--- config.mk ---
export PLATFORM = sky130hd
export DESIGN_NAME = spi_channel
export DESIGN_NICKNAME = d
export VERILOG_FILES = /design/src/rtl/spi_channel_pkg.sv /design/src/rtl/spi_channel.sv
export SDC_FILE = /design/constraint.sdc
export NUM_CORES = 1
export LEC_CHECK = 0
export ABC_CLOCK_PERIOD_IN_PS = 2200
export BUFFER_PORTS_ARGS = -buffer_cell sky130_fd_sc_hd__buf_2
export CAP_MARGIN = 20
export CORE_AREA = 2 2 93 95
export DETAILED_ROUTE_END_ITERATION = 16
export DIE_AREA = 0 0 95 97
export SLEW_MARGIN = 0
export SYNTH_ARGS = -nofsm -noshare
export SYNTH_HDL_FRONTEND = slang
export SYNTH_SLANG_ARGS = --single-unit
export TNS_END_PERCENT = 1
--- constraint.sdc ---
create_clock -name clk_i -period 2.2 [get_ports clk_i]
set_clock_uncertainty 0.15 [all_clocks]
set_input_delay 0.66 -clock clk_i [delete_from_list [all_inputs] [get_ports clk_i]]
set_output_delay 0.66 -clock clk_i [all_outputs]
set_load 0.005 [all_outputs]
--- src/rtl/spi_channel_pkg.sv ---
// Register map, field positions and reset values of the serial channel
package spi_channel_pkg;
  localparam int          ADDR_W          = 16;
  localparam int          DATA_W          = 16;
  localparam logic [15:0] OFS_STATUS      = 16'h4320;
  localparam logic [15:0] OFS_TX_BYTE     = 16'h4322;
  localparam logic [15:0] OFS_RX_BYTE     = 16'h4324;
  localparam logic [15:0] OFS_CONTROL     = 16'h4326;
  // Status bits
  localparam int          ST_TX_EMPTY     = 0;
  localparam int          ST_RX_FULL      = 1;
  localparam int          ST_BUSY         = 2;
  // Control bits
  localparam int          CT_ENABLE       = 0;
  localparam int          CT_MASTER       = 1;
  localparam int          CT_CLOCK_POLARITY_SELECT         = 2;
  localparam int          CT_CLOCK_PHASE_SELECT         = 3;
  localparam int          CT_TX_IRQ_EN    = 4;
  localparam int          CT_RX_IRQ_EN    = 5;
  localparam int          CT_LSB_FIRST    = 8;
  localparam int          CT_CLK_TIMER    = 9;
  localparam logic [15:0] CONTROL_MASK    = 16'h033f;
  localparam logic [15:0] CONTROL_RESET   = 16'h0000;
  localparam logic [7:0]  TX_BYTE_RESET   = 8'h00;
  localparam logic [7:0]  RX_BYTE_RESET   = 8'h00;
  // System clock divided by four: toggle the serial clock every two cycles
  localparam int          PCLK_DIV        = 4;
  localparam logic [1:0]  HALF_DIV_LAST   = 2'((PCLK_DIV / 2) - 1);
  localparam logic [3:0]  EDGES_PER_BYTE  = 4'h0;
  localparam logic [2:0]  BITS_LAST       = 3'h7;
endpackage

--- src/rtl/spi_channel.sv ---
// Serial peripheral channel with register file, master and slave modes
//
// The address-and-strobe port was decided locally.
`timescale 1ns/1ns
`default_nettype none

module spi_channel
  import spi_channel_pkg::*;
(
  // Clock and reset
  input  wire logic                           clk_i,
  input  wire logic                           rst_i,
  // Register port
  input  wire logic [spi_channel_pkg::ADDR_W-1:0] addr_i,
  input  wire logic [spi_channel_pkg::DATA_W-1:0] wdata_i,
  input  wire logic                           wr_i,
  input  wire logic                           rd_i,
  output logic      [spi_channel_pkg::DATA_W-1:0] rdata_o,
  // Timer channel clock, sampled
  input  wire logic                           timer_clk_i,
  // Serial pins
  input  wire logic                           serial_clock_pin_i,
  output logic                                serial_clock_pin_o,
  output logic                                serial_clock_pin_oe_n_o,
  input  wire logic                           slave_select_n_i,
  input  wire logic                           serial_data_in_i,
  output logic                                serial_data_out_o,
  // Shared interrupt request
  output logic                                irq_o
);
  import spi_channel_pkg::*;

  typedef enum logic [1:0]
  {
    M_IDLE  = 2'b00,
    M_SHIFT = 2'b01,
    M_DONE  = 2'b10
  } mstate_t;

  logic [15:0] control_r;
  logic [7:0]  tx_buf_r;
  logic [7:0]  rx_buf_r;
  logic [7:0]  shift_r;
  logic        tx_empty_r;
  logic        rx_full_r;
  logic        busy_r;
  logic        loaded_r;
  logic [2:0]  bit_cnt_r;
  logic        sclk_r;
  logic        sclk_in_r;
  logic        timer_r;
  logic [1:0]  div_r;
  mstate_t     mstate_r;
  logic        phase_r;

  logic        enable;
  logic        master;
  logic        clock_polarity_select;
  logic        clock_phase_select;
  logic        lsb_first;
  logic        wr_tx;
  logic        rd_rx;
  logic        tick;
  logic        lead_edge;
  logic        trail_edge;
  logic        load_now;
  logic        byte_done;
  logic        sample_bit;
  logic        launch_bit;
  logic [7:0]  shifted;

  assign enable    = control_r[CT_ENABLE];
  assign master    = control_r[CT_MASTER];
  assign clock_polarity_select      = control_r[CT_CLOCK_POLARITY_SELECT];
  assign clock_phase_select      = control_r[CT_CLOCK_PHASE_SELECT];
  assign lsb_first = control_r[CT_LSB_FIRST];
  assign wr_tx     = wr_i && (addr_i == OFS_TX_BYTE);
  assign rd_rx     = rd_i && (addr_i == OFS_RX_BYTE);

  // Master shift tick: every second system clock or rising edge of the timer output
  always_ff @(posedge clk_i)
  begin
    if (rst_i)
    begin
      div_r   <= 2'h0;
      timer_r <= 1'b0;
    end
    else
    begin
      timer_r <= timer_clk_i;
      if (div_r == HALF_DIV_LAST)
        div_r <= 2'h0;
      else
        div_r <= div_r + 2'h1;
    end
  end

  always_comb
  begin
    if (control_r[CT_CLK_TIMER])
      tick = timer_clk_i && !timer_r;
    else
      tick = (div_r == HALF_DIV_LAST);
  end

  // Edge detection on the serial clock seen in slave mode
  always_ff @(posedge clk_i)
  begin
    if (rst_i)
      sclk_in_r <= 1'b0;
    else
      sclk_in_r <= serial_clock_pin_i ^ clock_polarity_select;
  end

  // Leading edge leaves idle level, trailing edge returns to it
  always_comb
  begin
    lead_edge  = 1'b0;
    trail_edge = 1'b0;
    if (enable && master && mstate_r == M_SHIFT && tick)
    begin
      lead_edge  = !phase_r;
      trail_edge = phase_r;
    end
    else if (enable && !master && !slave_select_n_i)
    begin
      lead_edge  = (serial_clock_pin_i ^ clock_polarity_select) && !sclk_in_r;
      trail_edge = !(serial_clock_pin_i ^ clock_polarity_select) && sclk_in_r;
    end
  end

  // Phase 0 samples on the leading edge, phase 1 launches on it
  assign sample_bit = clock_phase_select ? trail_edge : lead_edge;
  assign launch_bit = clock_phase_select ? lead_edge : trail_edge;

  // Next shifter contents after taking one input bit
  assign shifted = lsb_first ? {serial_data_in_i, shift_r[7:1]}
                             : {shift_r[6:0], serial_data_in_i};

  // Buffered byte enters shifter: master on idle start, slave when selected
  always_comb
  begin
    load_now = 1'b0;
    if (enable && !tx_empty_r)
    begin
      if (master)
        load_now = (mstate_r == M_IDLE);
      else
        load_now = !loaded_r && !slave_select_n_i;
    end
  end

  assign byte_done = sample_bit && (bit_cnt_r == BITS_LAST);

  // Master sequencer
  always_ff @(posedge clk_i)
  begin
    if (rst_i || !enable)
    begin
      mstate_r <= M_IDLE;
      phase_r  <= 1'b0;
    end
    else
    begin
      unique case (mstate_r)
        M_IDLE:
        begin
          phase_r <= 1'b0;
          if (master && load_now)
            mstate_r <= M_SHIFT;
        end
        M_SHIFT:
        begin
          if (tick)
          begin
            phase_r <= !phase_r;
            // Phase 1 samples on the trailing edge, so the last sample ends the frame
            if (phase_r && (clock_phase_select ? byte_done : (bit_cnt_r == 3'h0 && !loaded_r)))
              mstate_r <= M_DONE;
          end
        end
        M_DONE:
          mstate_r <= M_IDLE;
        default:
          mstate_r <= M_IDLE;
      endcase
    end
  end

  // Shifter, bit counter and loaded marker
  always_ff @(posedge clk_i)
  begin
    if (rst_i || !enable)
    begin
      shift_r   <= 8'h00;
      bit_cnt_r <= 3'h0;
      loaded_r  <= 1'b0;
    end
    else if (load_now)
    begin
      shift_r   <= tx_buf_r;
      bit_cnt_r <= 3'h0;
      loaded_r  <= 1'b1;
    end
    else
    begin
      if (sample_bit)
      begin
        shift_r   <= shifted;
        bit_cnt_r <= bit_cnt_r + 3'h1;
        if (byte_done)
          loaded_r <= 1'b0;
      end
      if (!master && slave_select_n_i)
      begin
        bit_cnt_r <= 3'h0;
        loaded_r  <= 1'b0;
      end
    end
  end

  // Serial data out follows the bit at the shifter's outgoing end
  always_ff @(posedge clk_i)
  begin
    if (rst_i)
      serial_data_out_o <= 1'b0;
    else if (load_now)
      serial_data_out_o <= lsb_first ? tx_buf_r[0] : tx_buf_r[7];
    else if (launch_bit && bit_cnt_r != 3'h0)
      serial_data_out_o <= lsb_first ? shift_r[0] : shift_r[7];
  end

  // Serial clock drive: idle at polarity level, toggle each master tick
  always_ff @(posedge clk_i)
  begin
    if (rst_i)
    begin
      sclk_r                  <= 1'b0;
      serial_clock_pin_o      <= 1'b0;
      serial_clock_pin_oe_n_o <= 1'b1;
    end
    else
    begin
      if (enable && master && mstate_r == M_SHIFT && tick)
        sclk_r <= !sclk_r;
      else if (mstate_r != M_SHIFT)
        sclk_r <= 1'b0;
      serial_clock_pin_o      <= sclk_r ^ clock_polarity_select;
      serial_clock_pin_oe_n_o <= !(enable && master);
    end
  end

  // Transmit buffer and its empty flag
  always_ff @(posedge clk_i)
  begin
    if (rst_i)
    begin
      tx_buf_r   <= TX_BYTE_RESET;
      tx_empty_r <= 1'b1;
    end
    else
    begin
      if (wr_tx)
        tx_buf_r <= wdata_i[7:0];
      if (load_now)
        tx_empty_r <= 1'b1;
      else if (wr_tx)
        tx_empty_r <= 1'b0;
    end
  end

  // Receive buffer and full flag; completion wins over a same-cycle read
  always_ff @(posedge clk_i)
  begin
    if (rst_i)
    begin
      rx_buf_r  <= RX_BYTE_RESET;
      rx_full_r <= 1'b0;
    end
    else if (byte_done && !load_now)
    begin
      rx_buf_r  <= shifted;
      rx_full_r <= 1'b1;
    end
    else if (rd_rx)
      rx_full_r <= 1'b0;
  end

  // Busy: transfer in progress (master) or select low (slave)
  always_ff @(posedge clk_i)
  begin
    if (rst_i)
      busy_r <= 1'b0;
    else if (master)
      busy_r <= enable && (load_now || (mstate_r == M_SHIFT));
    else
      busy_r <= !slave_select_n_i;
  end

  // Shared interrupt request, one cycle per event
  always_ff @(posedge clk_i)
  begin
    if (rst_i)
      irq_o <= 1'b0;
    else
      irq_o <= (load_now && control_r[CT_TX_IRQ_EN])
             || (byte_done && !load_now && control_r[CT_RX_IRQ_EN]);
  end

  // Control register write
  always_ff @(posedge clk_i)
  begin
    if (rst_i)
      control_r <= CONTROL_RESET;
    else if (wr_i && addr_i == OFS_CONTROL)
      control_r <= wdata_i & CONTROL_MASK;
  end

  // Read data, one cycle after the read strobe; zero otherwise
  always_ff @(posedge clk_i)
  begin
    if (rst_i)
      rdata_o <= 16'h0000;
    else if (rd_i)
    begin
      unique case (addr_i)
        OFS_STATUS:  rdata_o <= {13'h0000, busy_r, rx_full_r, tx_empty_r};
        OFS_TX_BYTE: rdata_o <= {8'h00, tx_buf_r};
        OFS_RX_BYTE: rdata_o <= {8'h00, rx_buf_r};
        OFS_CONTROL: rdata_o <= control_r;
        default:     rdata_o <= 16'h0000;
      endcase
    end
    else
      rdata_o <= 16'h0000;
  end

endmodule
`default_nettype wire

==> flow_summary_export.csv <==
group,metric,value,unit
outcome,run_status,"complete, no violations",
yosys,ys_ff_latch,61,
clock_network,postCtsHoldBufs,0,
global_routing,met3_usage,0.0312,
pwr,vdd_drop_max,305,uV
pwr,power.density,650,mW/mm^2
critical_path,reg2reg_slack,60,ps
die,fp.dieW,95,um
critical_path,regToRegStartpoint,"control_r[1]",
yosys,synth_flop_cell,"dfxtp_1",
detailed_routing,detailedRoute.firstIterationViolations,169,
yosys,yosysWarningCount,0,
placed_design,gp_congestion,0.799,
die,die-height,97,um
yosys,post_synth_num_cell_types,50,
critical_path,capture_instance_of_the_worst_register_to_register_path,"irq_o",
die,ios,60,
detailed_routing,drt-wirelength-per-cell,15.3,um
critical_path,setup.worst_path.end_class,"flop",
pwr,p_total,2.36,mW
sta,setup_repair_after_global_routing_missed_its_margin,"true",
yosys,synthXorXnorAreaFrac,0.0125,
cells_and_area,most-common-layout-cells,"dfxtp_1 (58), buf_2 (47), a21oi_1 (36)",
cells_and_area,post-route-cell-area,0.00363,sq mm
clock_network,worstSkewPairLatency,340,ps
global_routing,grt.overflow.total,0,
cells_and_area,num_antenna_cells,0,
global_routing,grt_start_max_net_pins,37,
sta,final_min_period_over_clock_period,0.992,
sta,fin_crit,2180,ps
die,die_area,0.00922,sq mm
clock_network,tritoncts,"built",
cells_and_area,fin_util,0.446,
pwr,power.leakage,1.33,nW
min_path,holdCritPathClass,"flop to flop",
yosys,number_of_enable_type_register_cells_in_the_synthesized_netlist,0,
detailed_routing,drt_drc_violations_left,0,
yosys,synth_mux_area_frac,0.0467,
clock_network,cts_buffer_depth,2,
clock_network,cts_root_buffer,"clkbuf_8",
cells_and_area,area_growth_syn_to_layout,29.0,%
critical_path,crit_path_top_delay_cell,"or3b_1",
cells_and_area,final_net_count,438,
yosys,synth-compound-area-share,0.168,
detailed_routing,antenna_violating_nets_post_route,0,
critical_path,critPathKind,"input port to flop",
sta,setup_slack_after_layout,18.0,ps
cells_and_area,nFillCells,828,
critical_path,timing.critical_path.slowest_cell_delay,400,ps
detailed_routing,totalWireLength,7.71,mm
critical_path,endpoint,"irq_o",
placed_design,hpwlAfterDp,5.39,mm
yosys,synth-async-reset-ratio,0,
sta,achievable-frequency,0.458,GHz
detailed_routing,viasPerCell,5.37,
global_routing,most_heavily_used_metal_layer_in_global_routing,"met2",
global_routing,groute.usage.overall,0.171,
die,fp-row-count,33,
sta,final-setup-viol-count,0,
critical_path,arrival,2290,ps
yosys,synth_sequential_area_ratio,0.434,
critical_path,path_delay_family,"simple AND/OR/NAND/NOR gates",
global_routing,grt_first_pass_wirelength,12.5,mm
critical_path,worst-path-buf-inv,1,
critical_path,critical_path.cell_chain,"buf_2 -> or3b_4 -> o31ai_4 -> o221ai_4 -> or3b_1 -> a21oi_1",
flow_run,maxCapViolations,0,
global_routing,grt_antenna_before_repair,0,
placed_design,io_buffer_count,47,
global_routing,grt_util_met1,0.239,
global_routing,met2_usage,0.263,
clock_network,htree_num_levels,3,
critical_path,critical_path_peak_fanout,13,
yosys,area_share_of_and_or_nand_nor_cells_after_synthesis,0.262,
critical_path,critical_path_required,2310,ps
clock_network,cts_made_buffers,9,
sta,finalHoldViolations,0,
cells_and_area,drive_gt1_frac,0.288,
yosys,syn-mean-instance-area,8.71,sq um
yosys,number_of_instances_in_the_synthesized_netlist,323,
clock_network,cts.clk_slew.worst_paths,70,ps
sta,final.hold.worst_slack,299,ps
yosys,yosys.area_share.adder,0.0178,
critical_path,cp.depth,6,
critical_path,setup.worst_path.start_class,"input port",
placed_design,pre_cts_slack,-365,ps
yosys,main_combinational_cell_family_by_area_after_synthesis,"simple AND/OR/NAND/NOR gates",
clock_network,clock_sinks,61,
die,start_util,0.346,
yosys,syn-cell-area,0.00281,sq mm
critical_path,worstRegToRegCells,5,
global_routing,number_of_global_route_vias_before_repair,2576,
placed_design,placement_stage_cell_area,0.00332,sq mm
detailed_routing,routed-via-count,2705,
detailed_routing,detail_route.first_pass.iterations,5,
die,core,0.00813,sq mm
critical_path,crit_start,"slave_select_n_i",
sta,slew_viol_final,0,
cells_and_area,layout_commonest_cell,"dfxtp_1",
[layout make-up]
class	count	area [sq um]	share of cell area
tap	105	131	0.0362
timing repair buffer	83	522	0.144
sequential	61	1220	0.337
clock buffer	9	124	0.0341
multi-input combinational	232	1500	0.414
clock inverter	7	98.8	0.0272
inverter	7	26.3	0.00724
[state kept, by name (all words and copies together), names as in the netlist, 2 cells and up]
| register | count |
|---|---|
| bit_cnt_r | 3 |
| control_r | 8 |
| div_r | 2 |
| mstate_r | 2 |
| rdata_o | 10 |
| rx_buf_r | 8 |
| shift_r | 8 |
| tx_buf_r | 8 |
[worst min-delay path by stage]
stage          startpoint  endpoint  cells after the start  slack, ps
6_report         div_r[0]  div_r[0]                      1        300
5_1_grt          div_r[0]  div_r[0]                      1        310
4_1_cts          div_r[0]  div_r[0]                      1        290
3_5_place_dp     div_r[0]  div_r[0]                      1        280
3_3_place_gp     div_r[0]  div_r[0]                      1        270
2_1_floorplan    div_r[0]  div_r[0]                      1        260
[synth_stat cells, types with 3 or more instances]
cell,count,area (sq um)
buf_4,6,45.0
ha_1,4,50.1
a21oi_1,36,180
nand2_1,24,90.1
nand2b_1,4,25.0
and3_1,6,37.5
inv_1,7,26.3
nor3_1,6,30.0
nand3_1,34,170
dfxtp_1,61,1220
buf_2,7,35.0
clkbuf_1,13,48.8
mux2i_1,12,120
nor2b_1,3,18.8
a22oi_1,8,60.1
nand4_1,12,75.1
a222oi_1,3,30.0
xnor2_1,4,35.0
or4_1,8,60.1
or3_1,9,56.3
nor2_1,12,45.0
o211ai_1,3,22.5
o21ai_1,8,40.0
[repair_timing]
action | in CTS | in global routing
gates resized for setup | 4 | 8
hold endpoints to repair | 0 | 0
setup endpoints to repair | 10 | 27
buffers inserted | 0 | 4
pin swaps | 0 | 5
[per-stage QoR]
step / setup TNS (ps) / std cells
after floorplan: -12.2 / 328
after global placement: -8090 / 484
after detailed placement: -12160 / 484
after CTS: -51.6 / 500
after global routing: -30.3 / 504
final: 0 / 504
[power breakdown]
part	leakage (nW)	switching [mW]	internal, mW
Clock	0.110	0.493	0.643
Combinational	0.724	0.0591	0.0478
Sequential	0.494	0.00406	1.11
[kinds of logic (layout without fill, tap and decap cells)]
group,Yosys count,count (layout)
multiplexers,13,13
flip-flops,61,61
AND/OR/NAND/NOR,133,133
AO/OA/AOI/OAI,72,72
buffers and inverters,35,106
XOR/XNOR,4,4
adder cells (fa/ha/maj),4,4
other,1,6
[layer usage]
layer	vias up	share of wire
met4	0	0.0073
met2	88	0.45
met1	1295	0.48
met3	5	0.060
met5	-	0
li1	1317	-
No activity file was read; power rests on OpenSTA's default activity.
